`src/hdl/scic_cfg.svh`:
```
`ifndef SCIC_CFG_SVH
`define SCIC_CFG_SVH

`define SCIC_POS_OFS 8'h22
`define SCIC_MODE_OFS 8'h30
`define SCIC_QCTL_OFS 8'h31

`define SCIC_INIT_BIT 7
`define SCIC_EXT_BIT 0
`define SCIC_PONE_BIT 1
`define SCIC_SERR_BIT 7

`define SCIC_P_BIT 7
`define SCIC_Q_BIT 6

`define SCIC_POS_RST 7'h00
`define SCIC_QCTL_RST 8'h00
`define SCIC_FRAME_LEN 98
`define SCIC_Q_FIRST 7'h02
`define SCIC_CRC_BITS 16
`define SCIC_Q_DATA_BITS 80
`define SCIC_CRC_POLY 16'h1021
`define SCIC_CRC_INIT 16'h0000

`endif

```
`src/hdl/scic_pkg.sv`:
```
package scic_pkg;

   typedef enum logic [1:0] {
      SLOT_SYNC = 2'b00,
      SLOT_DATA = 2'b01,
      SLOT_CRC = 2'b10
   } scic_slot_type;

   typedef struct packed {
      logic sync;
      logic [7:0] data;
   } scic_link_type;

   typedef struct packed {
      logic valid;
      logic s0;
      logic s1;
      logic [7:0] data;
   } scic_out_type;

endpackage : scic_pkg

```
`src/hdl/scic_crc16.sv`:
```
`timescale 1ns/10ps
`include "scic_cfg.svh"

module scic_crc16 (
   input wire logic clk,
   input wire logic srst,
   input wire logic init,
   input wire logic shift,
   input wire logic din,
   output logic [15:0] crc
);

   logic [15:0] next_crc;
   logic fb;

   always_comb begin
      fb = crc[15] ^ din;
      next_crc = crc;
      if (init) begin
         next_crc = `SCIC_CRC_INIT;
      end else if (shift) begin
         next_crc = {crc[14:0], 1'b0} ^ (fb ? `SCIC_CRC_POLY : 16'h0000);
      end
   end

   always_ff @(posedge clk) begin
      if (srst) begin
         crc <= `SCIC_CRC_INIT;
      end else begin
         crc <= next_crc;
      end
   end

endmodule : scic_crc16

```
`src/hdl/scic_subcode_insert.sv`:
```
// The address-and-strobe port is this design's own decision.
`timescale 1ns/10ps
`include "scic_cfg.svh"

module scic_subcode_insert #(
   parameter int FRAME_LEN = `SCIC_FRAME_LEN
) (
   input wire logic REF_CLK,
   input wire logic SRST,
   input wire logic [7:0] ADDR,
   input wire logic [7:0] WDATA,
   input wire logic WR,
   input wire logic RD,
   output logic [7:0] RDATA,
   input wire logic BYTE_TICK,
   input wire scic_pkg::scic_link_type SRI_IN,
   output scic_pkg::scic_out_type SUB_OUT,
   output logic SYNC_ERR
);

   localparam logic [6:0] LAST = 7'(FRAME_LEN - 1);
   localparam logic [6:0] CRC_POS = 7'(FRAME_LEN - `SCIC_CRC_BITS);

   generate
      if (FRAME_LEN < 19 || FRAME_LEN > `SCIC_FRAME_LEN) begin : g_chk
         $error("FRAME_LEN out of range");
      end
   endgenerate

   // classify a frame position
   function automatic scic_pkg::scic_slot_type slot_of(
      input logic [6:0] p
   );
      if (p < `SCIC_Q_FIRST) begin
         return scic_pkg::SLOT_SYNC;
      end else if (p >= CRC_POS) begin
         return scic_pkg::SLOT_CRC;
      end else begin
         return scic_pkg::SLOT_DATA;
      end
   endfunction : slot_of

   // register state
   logic init_frame, next_init_frame;
   logic [6:0] preset_position, next_preset_position;
   logic ext_sel, next_ext_sel;
   logic p_one, next_p_one;
   logic [7:0] q_ctrl, next_q_ctrl;
   logic [7:0] next_rdata;
   logic next_sync_err;

   // frame state
   logic running, next_running;
   logic [6:0] current_position, next_current_position;
   logic [15:0] frame_cnt, next_frame_cnt;
   scic_pkg::scic_out_type next_sub_out;

   logic wr_pos, wr_mode, wr_qctl, emit, crc_init, crc_shift, q_bit;
   logic [15:0] crc_val;
   logic [`SCIC_Q_DATA_BITS-1:0] q_word;
   logic [6:0] q_idx, c_idx;
   scic_pkg::scic_slot_type slot;

   assign wr_pos = WR && ADDR == `SCIC_POS_OFS;
   assign wr_mode = WR && ADDR == `SCIC_MODE_OFS;
   assign wr_qctl = WR && ADDR == `SCIC_QCTL_OFS;
   assign emit = BYTE_TICK && running && !init_frame;
   assign slot = slot_of(current_position);
   assign q_idx = current_position - `SCIC_Q_FIRST;
   assign c_idx = current_position - CRC_POS;
   // internal Q word: control byte then running frame number
   assign q_word = {q_ctrl, (`SCIC_Q_DATA_BITS - 8)'(frame_cnt)};

   // register block
   always_comb begin
      next_init_frame = init_frame;
      next_preset_position = preset_position;
      next_ext_sel = ext_sel;
      next_p_one = p_one;
      next_q_ctrl = q_ctrl;
      next_sync_err = SYNC_ERR;
      next_rdata = 8'h00;
      if (init_frame && BYTE_TICK) begin
         next_init_frame = 1'b0;
      end
      if (wr_pos) begin
         next_preset_position = WDATA[6:0];
         if (WDATA[`SCIC_INIT_BIT]) begin
            next_init_frame = 1'b1;
         end
      end
      if (wr_mode) begin
         next_ext_sel = WDATA[`SCIC_EXT_BIT];
         next_p_one = WDATA[`SCIC_PONE_BIT];
         if (WDATA[`SCIC_SERR_BIT]) begin
            next_sync_err = 1'b0;
         end
      end
      if (wr_qctl) begin
         next_q_ctrl = WDATA;
      end
      // link sync must mark position 0; set wins over clear
      if (emit && ext_sel && SRI_IN.sync != (current_position == 7'h00)) begin
         next_sync_err = 1'b1;
      end
      if (RD) begin
         unique case (ADDR)
            `SCIC_POS_OFS: next_rdata = {init_frame, current_position};
            `SCIC_MODE_OFS: next_rdata = {SYNC_ERR, 5'h00, p_one, ext_sel};
            `SCIC_QCTL_OFS: next_rdata = q_ctrl;
            default: next_rdata = 8'h00;
         endcase
      end
   end

   always_ff @(posedge REF_CLK) begin
      if (SRST) begin
         init_frame <= 1'b0;
         preset_position <= `SCIC_POS_RST;
         ext_sel <= 1'b0;
         p_one <= 1'b0;
         q_ctrl <= `SCIC_QCTL_RST;
         SYNC_ERR <= 1'b0;
         RDATA <= 8'h00;
      end else begin
         init_frame <= next_init_frame;
         preset_position <= next_preset_position;
         ext_sel <= next_ext_sel;
         p_one <= next_p_one;
         q_ctrl <= next_q_ctrl;
         SYNC_ERR <= next_sync_err;
         RDATA <= next_rdata;
      end
   end

   // Q CRC runs over the outgoing Q data bits in either mode
   assign q_bit = ext_sel ? SRI_IN.data[`SCIC_Q_BIT]
                          : q_word[`SCIC_Q_DATA_BITS - 1 - int'(q_idx)];
   assign crc_init = (init_frame && BYTE_TICK)
                     || (emit && current_position == 7'h01);
   assign crc_shift = emit && slot == scic_pkg::SLOT_DATA;

   scic_crc16 u_crc (
      .clk(REF_CLK),
      .srst(SRST),
      .init(crc_init),
      .shift(crc_shift),
      .din(q_bit),
      .crc(crc_val)
   );

   // frame sequencing and byte assembly
   always_comb begin
      next_running = running;
      next_current_position = current_position;
      next_frame_cnt = frame_cnt;
      next_sub_out = '0;
      if (init_frame && BYTE_TICK) begin
         next_running = 1'b1;
         next_current_position = preset_position;
      end else if (emit) begin
         next_current_position = (current_position == LAST) ? 7'h00
                                 : current_position + 7'h01;
         if (current_position == LAST && !ext_sel) begin
            next_frame_cnt = frame_cnt + 16'h0001;
         end
         next_sub_out.valid = 1'b1;
         unique case (slot)
            scic_pkg::SLOT_SYNC: begin
               // sync bytes are made here, never taken from the link
               next_sub_out.s0 = current_position == 7'h00;
               next_sub_out.s1 = current_position == 7'h01;
            end
            scic_pkg::SLOT_DATA: begin
               if (ext_sel) begin
                  next_sub_out.data = SRI_IN.data;
               end else begin
                  next_sub_out.data[`SCIC_P_BIT] = p_one;
                  next_sub_out.data[`SCIC_Q_BIT] = q_bit;
               end
            end
            default: begin
               if (ext_sel) begin
                  next_sub_out.data = SRI_IN.data;
               end else begin
                  next_sub_out.data[`SCIC_P_BIT] = p_one;
               end
               // link CRC bit replaced by the local one
               next_sub_out.data[`SCIC_Q_BIT] =
                  ~crc_val[15 - int'(c_idx[3:0])];
            end
         endcase
      end
   end

   always_ff @(posedge REF_CLK) begin
      if (SRST) begin
         running <= 1'b0;
         current_position <= `SCIC_POS_RST;
         frame_cnt <= 16'h0000;
         SUB_OUT <= '0;
      end else begin
         running <= next_running;
         current_position <= next_current_position;
         frame_cnt <= next_frame_cnt;
         SUB_OUT <= next_sub_out;
      end
   end

   // checks
   a_init_clears: assert property (@(posedge REF_CLK) disable iff (SRST)
      init_frame && BYTE_TICK && !(wr_pos && WDATA[`SCIC_INIT_BIT])
      |=> !init_frame)
      else $error("init bit not cleared");

   a_preset_load: assert property (@(posedge REF_CLK) disable iff (SRST)
      init_frame && BYTE_TICK
      |=> running && current_position == $past(preset_position))
      else $error("preset not loaded");

   a_pos_wrap: assert property (@(posedge REF_CLK) disable iff (SRST)
      emit && current_position == LAST |=> current_position == 7'h00)
      else $error("position did not wrap");

   a_pos_step: assert property (@(posedge REF_CLK) disable iff (SRST)
      emit && current_position != LAST
      |=> current_position == $past(current_position) + 7'h01)
      else $error("position did not step");

   a_pos_read: assert property (@(posedge REF_CLK) disable iff (SRST)
      RD && ADDR == `SCIC_POS_OFS
      |=> RDATA == {$past(init_frame), $past(current_position)})
      else $error("position read wrong");

   a_sync_bytes: assert property (@(posedge REF_CLK) disable iff (SRST)
      emit && current_position < `SCIC_Q_FIRST
      |=> SUB_OUT.valid && SUB_OUT.data == 8'h00
          && (SUB_OUT.s0 ^ SUB_OUT.s1))
      else $error("sync byte wrong");

   a_bypass_pass: assert property (@(posedge REF_CLK) disable iff (SRST)
      emit && ext_sel && slot == scic_pkg::SLOT_DATA
      |=> SUB_OUT.data == $past(SRI_IN.data))
      else $error("link byte not passed");

   a_auto_rw: assert property (@(posedge REF_CLK) disable iff (SRST)
      emit && !ext_sel && current_position >= `SCIC_Q_FIRST
      |=> SUB_OUT.data[5:0] == 6'h00 && SUB_OUT.data[7] == $past(p_one))
      else $error("auto channels wrong");

   a_crc_out: assert property (@(posedge REF_CLK) disable iff (SRST)
      emit && current_position == CRC_POS
      |=> SUB_OUT.data[`SCIC_Q_BIT] == ~$past(crc_val[15]))
      else $error("crc bit wrong");

   a_sync_check: assert property (@(posedge REF_CLK) disable iff (SRST)
      emit && ext_sel && SRI_IN.sync && current_position != 7'h00
      |=> SYNC_ERR
          ##1 (SYNC_ERR || $past(wr_mode && WDATA[`SCIC_SERR_BIT])))
      else $error("sync error not flagged");

   a_serr_hold: assert property (@(posedge REF_CLK) disable iff (SRST)
      SYNC_ERR && !(wr_mode && WDATA[`SCIC_SERR_BIT]) |=> SYNC_ERR)
      else $error("sync error not sticky");

   a_rdata_idle: assert property (@(posedge REF_CLK) disable iff (SRST)
      !RD |=> RDATA == 8'h00)
      else $error("read data not idle");

   a_out_idle: assert property (@(posedge REF_CLK) disable iff (SRST)
      !emit |=> !SUB_OUT.valid && SUB_OUT.data == 8'h00)
      else $error("byte emitted without tick");

   a_init_set: assert property (@(posedge REF_CLK) disable iff (SRST)
      wr_pos && WDATA[`SCIC_INIT_BIT] |=> init_frame)
      else $error("init bit not set");

   a_preset_wr: assert property (@(posedge REF_CLK) disable iff (SRST)
      wr_pos |=> preset_position == $past(WDATA[6:0]))
      else $error("preset not written");

   a_mode_write: assert property (@(posedge REF_CLK) disable iff (SRST)
      wr_mode |=> ext_sel == $past(WDATA[`SCIC_EXT_BIT]))
      else $error("source select not written");

   a_crc_restart: assert property (@(posedge REF_CLK) disable iff (SRST)
      emit && current_position == 7'h01 |=> crc_val == `SCIC_CRC_INIT)
      else $error("crc not restarted");

   c_init_done: cover property (@(posedge REF_CLK) disable iff (SRST)
      init_frame ##1 !init_frame && running);
   c_wrap: cover property (@(posedge REF_CLK) disable iff (SRST)
      emit && current_position == LAST);
   c_sync_err: cover property (@(posedge REF_CLK) disable iff (SRST)
      $rose(SYNC_ERR));
   c_bypass_byte: cover property (@(posedge REF_CLK) disable iff (SRST)
      emit && ext_sel && slot == scic_pkg::SLOT_DATA);
   c_init_write: cover property (@(posedge REF_CLK) disable iff (SRST)
      wr_pos && WDATA[`SCIC_INIT_BIT]);

endmodule : scic_subcode_insert

```
`config.mk`:
```
export PLATFORM = sky130hd
export DESIGN_NAME = scic_subcode_insert
export DESIGN_NICKNAME = d
export VERILOG_FILES = /design/src/hdl/scic_pkg.sv /design/src/hdl/scic_crc16.sv /design/src/hdl/scic_subcode_insert.sv
export VERILOG_INCLUDE_DIRS = /design/src /design/src/hdl
export SDC_FILE = /design/constraint.sdc
export NUM_CORES = 1
export LEC_CHECK = 0
export ABC_AREA = 1
export BUFFER_PORTS_ARGS = -buffer_cell sky130_fd_sc_hd__buf_2
export CAP_MARGIN = 0
export CORE_MARGIN = 8
export CORE_UTILIZATION = 50
export DETAILED_ROUTE_END_ITERATION = 16
export GPL_ROUTABILITY_DRIVEN = 0
export GPL_TIMING_DRIVEN = 0
export PLACE_DENSITY = 0.83
export SETUP_SLACK_MARGIN = 0.02
export SLEW_MARGIN = 10
export SYNTH_ARGS = -nofsm -noshare
export SYNTH_HDL_FRONTEND = slang
export SYNTH_SLANG_ARGS = --single-unit
```
`constraint.sdc`:
```
create_clock -name REF_CLK -period 3.98 [get_ports REF_CLK]
set_input_delay 0.597 -clock REF_CLK [delete_from_list [all_inputs] [get_ports REF_CLK]]
set_output_delay 0.597 -clock REF_CLK [all_outputs]
set_load 0.05 [all_outputs]
```
After elaboration in Yosys (flattened, before gate mapping)
Index checks and enable logic that the tools add are counted.
{ "totals": {"output_inout_bits": 20, "elab_cells": 92, "in_bits": 30, "ff_bits": 78} }
{ "op_classes": {"eq_ne": 7, "n_lt_le_gt_ge": 4, "reduce_logical": 26, "bitwise": 7, "add_sub_neg": 6, "mux": 27} }
{ "ops": {"columns": ["cell", "n"], "rows": [
  ["$eq 8x6->1 const B", 3],
  ["$pmux 8 s3", 1],
  ["$mux 7", 3],
  ["$add 16x1->16 const B", 1],
  ["$pmux 8 s2", 1],
  ["$xor 16x16->16", 1],
  ["$mux 13", 1],
  ["$mux 1", 12],
  ["$mux 6", 2],
  ["$logic_and 1x1->1", 11],
  ["$mux 11", 1],
  ["$lt 8x9->1 const B", 1],
  ["$mux 2", 4],
  ["$sub 7x7->8 const A", 1],
  ["$add 7x1->7 const B", 1],
  ["$bmux 1 s7", 1],
  ["$eq 7x1->1 const B", 1],
  ["$eq 7x7->1 const B", 1],
  ["$ge 7x7->1 const B", 1],
  ["$logic_not 7->1", 1],
  ["$lt 7x2->1 const B", 1],
  ["$sub 7x2->7 const B", 1],
  ["$lt 5x6->1 const B", 1],
  ["$reduce_bool 2->1", 3],
  ["15 further kinds", 22]
]} }

Depth between registers and ports, before layout
{ "logic_depth": {"word_depth": 9, "ltp_mapped": 16, "depth_no_buf": 15} }

Cells and area by module
From an unflattened synthesis, not the netlist that was laid out.
{ "unflattened": {"hier_cells": 592, "area_unflattened_um2": 4070.2} }
{ "modules_own_cells": {"columns": ["module", "area_each_um2", "n_inst", "cells_per_inst", "seq_area_each_um2"], "rows": [
  ["scic_subcode_insert", 3384.5, 1, 510, 1241.2],
  ["scic_crc16", 685.7, 1, 82, 320.3]
]} }

Worst setup path after synthesis
OpenSTA, ideal clock, no wires.
{ "synth_timing": {"path_kind": "flip-flop to flip-flop", "from": "reg current_position[1]", "to": "reg u_crc.crc[5]", "arrival_ps": 1855, "n_path_buf": 1, "slack_ps": 2017, "period_less_slack_ps": 1963, "required_ps": 3871, "setup_time_ps": 109, "path_stages_with_launch": 16, "path_cell_list": "dfxtp_1 -> inv_1 -> buf_2 -> ha_1 -> inv_1 -> nand3_1 -> nand3_1 -> nand2_1 -> inv_1 -> nand3_1 -> nand2_1 -> nand2_1 -> nand3_1 -> nand3_1 -> nand2_1 -> inv_1"} }
{ "synth_between": {"elab_chain_len": 9, "elab_cells_between_ends": 19, "classes_between": "2 x add/sub; 2 x order compare; 2 x eq/ne; 7 x mux; 2 x bitwise; 4 x reduce/logical"} }
{ "synth_rtl": {"columns": ["item", "line", "source"], "rows": [
  ["start, declared", "scic_subcode_insert.sv:54", "logic [6:0] current_position, next_current_position;"],
  ["start signal, assigned", "scic_subcode_insert.sv:199", "current_position <= `SCIC_POS_RST;"],
  ["start signal, assigned", "scic_subcode_insert.sv:204", "current_position <= next_current_position;"],
  ["$sub 7x2->7 (no source line)", null, null],
  ["$sub 7x7->8 (no source line)", null, null],
  ["$bmux 1 s7", "scic_subcode_insert.sv:138", ": q_word[`SCIC_Q_DATA_BITS - 1 - int'(q_idx)];"],
  ["$mux 1 (2 in a row)", "scic_subcode_insert.sv:138", null],
  ["$mux 1", "scic_subcode_insert.sv:137", "assign q_bit = ext_sel ? SRI_IN.data[`SCIC_Q_BIT]"],
  ["$xor 1x1->1", "scic_crc16.sv:17", "fb = crc[15] ^ din;"],
  ["$mux 13", "scic_crc16.sv:22", "next_crc = {crc[14:0], 1'b0} ^ (fb ? `SCIC_CRC_POLY : 16'h0000);"],
  ["$xor 16x16->16", "scic_crc16.sv:22", null],
  ["end signal, assigned", "scic_crc16.sv:28", "crc <= `SCIC_CRC_INIT;"],
  ["end signal, assigned", "scic_crc16.sv:30", "crc <= next_crc;"],
  ["end, declared", "scic_crc16.sv:10", "output logic [15:0] crc"]
]} }
Several ways; a longest one is shown, not always the timed one. The select of a mux whose other input is x is not followed.
A chain may end at the register's enable or synchronous reset.

Worst setup path after layout
{ "layout_timing": {"from": "reg current_position[1]", "to": "reg u_crc.crc[12]"} }
Same word-level chain as after synthesis.

==> impl_metrics.csv <==
group,metric,value,unit
logic_synthesis,netlist-cell-type-count,38,
worst_setup_path,reg2reg_to,"u_crc.crc[12]",
die,io-pin-count,50,
drt,wirelength,10300,um
sta,period_share,67.3,%
clocking,clock_latency,0.36,ns
logic_synthesis,synth_seq_cells,78,
drt,ant_nets,0,
clocking,clk_pin_slew_worst_paths,0.09,ns
clocking,htree_num_levels,3,
sta,layout_setup_ws,1.30,ns
logic_synthesis,synth_fp_nets,589,
die,die_h,104,um
drt,vias,3931,
drt,via_per_inst,5.47,
cells_and_area,final_util,58.2,%
placement,dp.final_hpwl,7520,um
clocking,cts.sinks,78,
sta,maxSlewViolCount,0,
cells_and_area,fin_nets,649,
placement,place.port_buffers,49,
clocking,postCtsHoldBufs,0,
global_routing,first_global_vias,3754,
worst_setup_path,critPathSlowestCell,"dfxtp_1",
worst_setup_path,timing.critical_path.mode_cell,"nand3_1",
logic_synthesis,async_flop_share,0,%
logic_synthesis,yosys.area.top_type,"dfxtp_1",
global_routing,grt_pass1_wl,17400,um
worst_setup_path,cp_max_fo,13,
min_path,hold_path_depth,3,
sta,period_minus_slack,2.68,ns
global_routing,overflow,0,
drt,drt_first_pass_iters,5,
worst_setup_path,cp.required,4.24,ns
sta,hold_viol,0,
clocking,post-cts-setup-buffer-count,0,
logic_synthesis,seq_area_frac_synth,40.6,%
cells_and_area,area_growth_syn_to_layout,15.0,%
die,die_area,10800,sq um
logic_synthesis,syn_avg_cell_area,6.98,sq um
worst_setup_path,endpoint_kind,"flip-flop",
logic_synthesis,synthCells,551,
sta,slew_headroom,56.6,%
logic_synthesis,synth-main-ff-cell,"dfxtp_1",
global_routing,antenna_found_initial,0,
die,initial_core_util,50.6,%
worst_setup_path,reg2reg_slack,1.30,ns
logic_synthesis,ys_top_cells_by_area,"dfxtp_1 41%, nand2_1 10%, a21oi_1 6.6%, inv_1 6.5%, nand3_1 6.4%",
power_and_ir_drop,vdd_drop_max,172,uV
min_path,min_from,"SRI_IN[3]",
clocking,cts_tree,"yes",
worst_setup_path,start_kind,"flip-flop",
worst_setup_path,timing.rr.start,"current_position[1]",
drt,detail_route.wl_per_cell,14.3,um
outcome,status,"completed",
min_path,min_to,"SUB_OUT[3]",
worst_setup_path,slowest_delay,0.53,ns
global_routing,grt_usage,19.3,%
worst_setup_path,reg2reg_depth,15,
cells_and_area,n_antenna_cell,0,
worst_setup_path,cp.arrival,2.94,ns
drt,drc,0,
die,coreArea,7610,sq um
worst_setup_path,crit_type,"reg -> reg",
logic_synthesis,synth_warnings,0,
sta,clock_skew,0.0139,ns
worst_setup_path,path_cells,"inv_1, buf_2, ha_1, inv_1, nand3_1, nand3_1, nand2_1, inv_1, nand3_1, nand2_1, nand2_1, nand3_1, nand3_1, nand2_1, inv_1",
sta,worst_pin_slew,0.644,ns
power_and_ir_drop,p_leak,0.00184,uW
die,die_x,104,um
clocking,clockBufferDepth,2,
clocking,clockRootBuffer,"clkbuf_8",
sta,finalSetupTns,0,ns
die,num_rows,32,
logic_synthesis,netlist.area_leader.share,40.6,%
power_and_ir_drop,power.density,326,nW/um^2
drt,drtIter0Drc,271,
worst_setup_path,crit_buf_inv,5,
sta,rsz0062_at_grt,"false",
clocking,cts_resized,0,
clocking,cts_buffers,9,
job,cap_violations,0,
global_routing,grt_max_degree,15,
sta,fmax,0.373,GHz
cells_and_area,drive_above_1_share,14.9,%
placement,place_worst_setup_slack,1.42,ns
logic_synthesis,synth_edf_count,0,
sta,setup_viol,0,
min_path,worstHoldPathType,"in -> reg",
worst_setup_path,cpLargestDelayFamily,"simple AND/OR/NAND/NOR gates",
logic_synthesis,syn_area,3850,sq um
cells by family after synthesis:
logic type	after synthesis	share of synthesized area (%)
simple gates	245	28.6
compound gates	119	16.5
buf+inv	92	9.59
flops	78	40.6
xor+xnor	8	1.82
fa+ha+maj	8	2.60
mux	1	0.260
placed cells by master (no fill, tap or decap), types with 2 or more instances in the layout:
| cell type | Yosys | layout |
|---|---|---|
| a211oi_1 | 2 | 2 |
| a21oi_1 | 51 | 51 |
| a31oi_1 | 6 | 6 |
| buf_2 | 8 | 57 |
| clkbuf_1 | 9 | 9 |
| clkbuf_8 | 0 | 10 |
| clkinvlp_4 | 0 | 2 |
| dfxtp_1 | 78 | 78 |
| ha_1 | 8 | 8 |
| inv_1 | 67 | 67 |
| inv_2 | 4 | 4 |
| inv_6 | 0 | 2 |
| nand2_1 | 107 | 107 |
| nand2_2 | 2 | 2 |
| nand3_1 | 49 | 49 |
| nand4_1 | 3 | 3 |
| nor2_1 | 51 | 51 |
| nor3_1 | 17 | 17 |
| nor3_2 | 2 | 2 |
| nor3_4 | 2 | 2 |
| nor4_1 | 4 | 4 |
| o211ai_1 | 5 | 5 |
| o21ai_0 | 48 | 48 |
| o21ai_1 | 2 | 2 |
| o221ai_1 | 3 | 3 |
| or2_2 | 2 | 2 |
| xor2_1 | 7 | 7 |
registers in the layout, indices dropped and copies added, names as in the netlist:
signal            flops
SYNC_ERR              1
init_frame            1
frame_cnt            16
p_one                 1
preset_position       7
u_crc.crc            16
ext_sel               1
current_position      7
q_ctrl                8
running               1
RDATA                 8
SUB_OUT              11
through the flow:
stage / hold slack (ns) / cell area [sq um] / power, uW / instances
final: 0.455 / 4430 / 1440 / 718
after global routing: 0.462 / 4430 / 1490 / 718
after CTS: 0.452 / 4430 / 1450 / 718
after detailed placement: 0.455 / 4220 / 842 / 702
after global placement: 0.452 / 4220 / 841 / 702
after floorplan: 0.436 / 3850 / 817 / 551
worst max-delay path by stage:
| stage | slack (ns) | end | cells past startpoint | start |
|---|---|---|---|---|
| after floorplan | 2.02 | u_crc.crc[5] | 15 | current_position[1] |
| after global placement | 1.46 | u_crc.crc[12] | 14 | current_position[1] |
| after detailed placement | 1.42 | u_crc.crc[12] | 15 | current_position[1] |
| after CTS | 1.38 | u_crc.crc[12] | 15 | current_position[1] |
| after global routing | 1.13 | u_crc.crc[12] | 14 | current_position[1] |
| final | 1.30 | u_crc.crc[12] | 15 | current_position[1] |
synth_stat cells (2+ instances only):
library cell  number
o21ai_0           48
a21oi_1           51
ha_1               8
xor2_1             7
inv_1             67
inv_2              4
nor2_1            51
nand3_1           49
nor3_4             2
buf_2              8
nand2_2            2
nand4_1            3
or2_2              2
clkbuf_1           9
nand2_1          107
nor3_1            17
dfxtp_1           78
o221ai_1           3
a31oi_1            6
nor4_1             4
a211oi_1           2
o21ai_1            2
nor3_2             2
o211ai_1           5
layout make-up:
| type | count | area [sq um] |
|---|---|---|
| Inverter | 73 | 277 |
| Buffer | 19 | 92.6 |
| Multi-Input combinational cell | 381 | 1920 |
| Fill cell | 703 | 3180 |
| Clock inverter | 6 | 67.6 |
| Clock buffer | 10 | 138 |
| Tap cell | 102 | 128 |
| Timing Repair Buffer | 49 | 245 |
| Sequential cell | 78 | 1560 |
worst reg2reg max path: stages, from the launching register on:
cell     delay, ns
dfxtp_1       0.53
inv_1         0.13
buf_2         0.24
ha_1          0.46
inv_1         0.28
nand3_1       0.13
nand3_1       0.09
nand2_1       0.05
inv_1         0.06
nand3_1       0.12
nand2_1       0.14
nand2_1       0.10
nand3_1       0.08
nand3_1       0.07
nand2_1       0.07
inv_1         0.04
layer usage:
metal	share of wire [%]	up-vias	GRT usage (%)
li1	-	1935	-
met1	41	1763	22.7
met2	48	202	31.8
met3	9.0	31	4.34
met4	2.7	0	10.9
met5	0	-	0
power breakdown:
group	internal (uW)	total, uW	switching, uW
clock network	310	619	309
logic	16.2	44.1	27.9
registers	780	780	0.283
(Power assumes the default switching activity.)
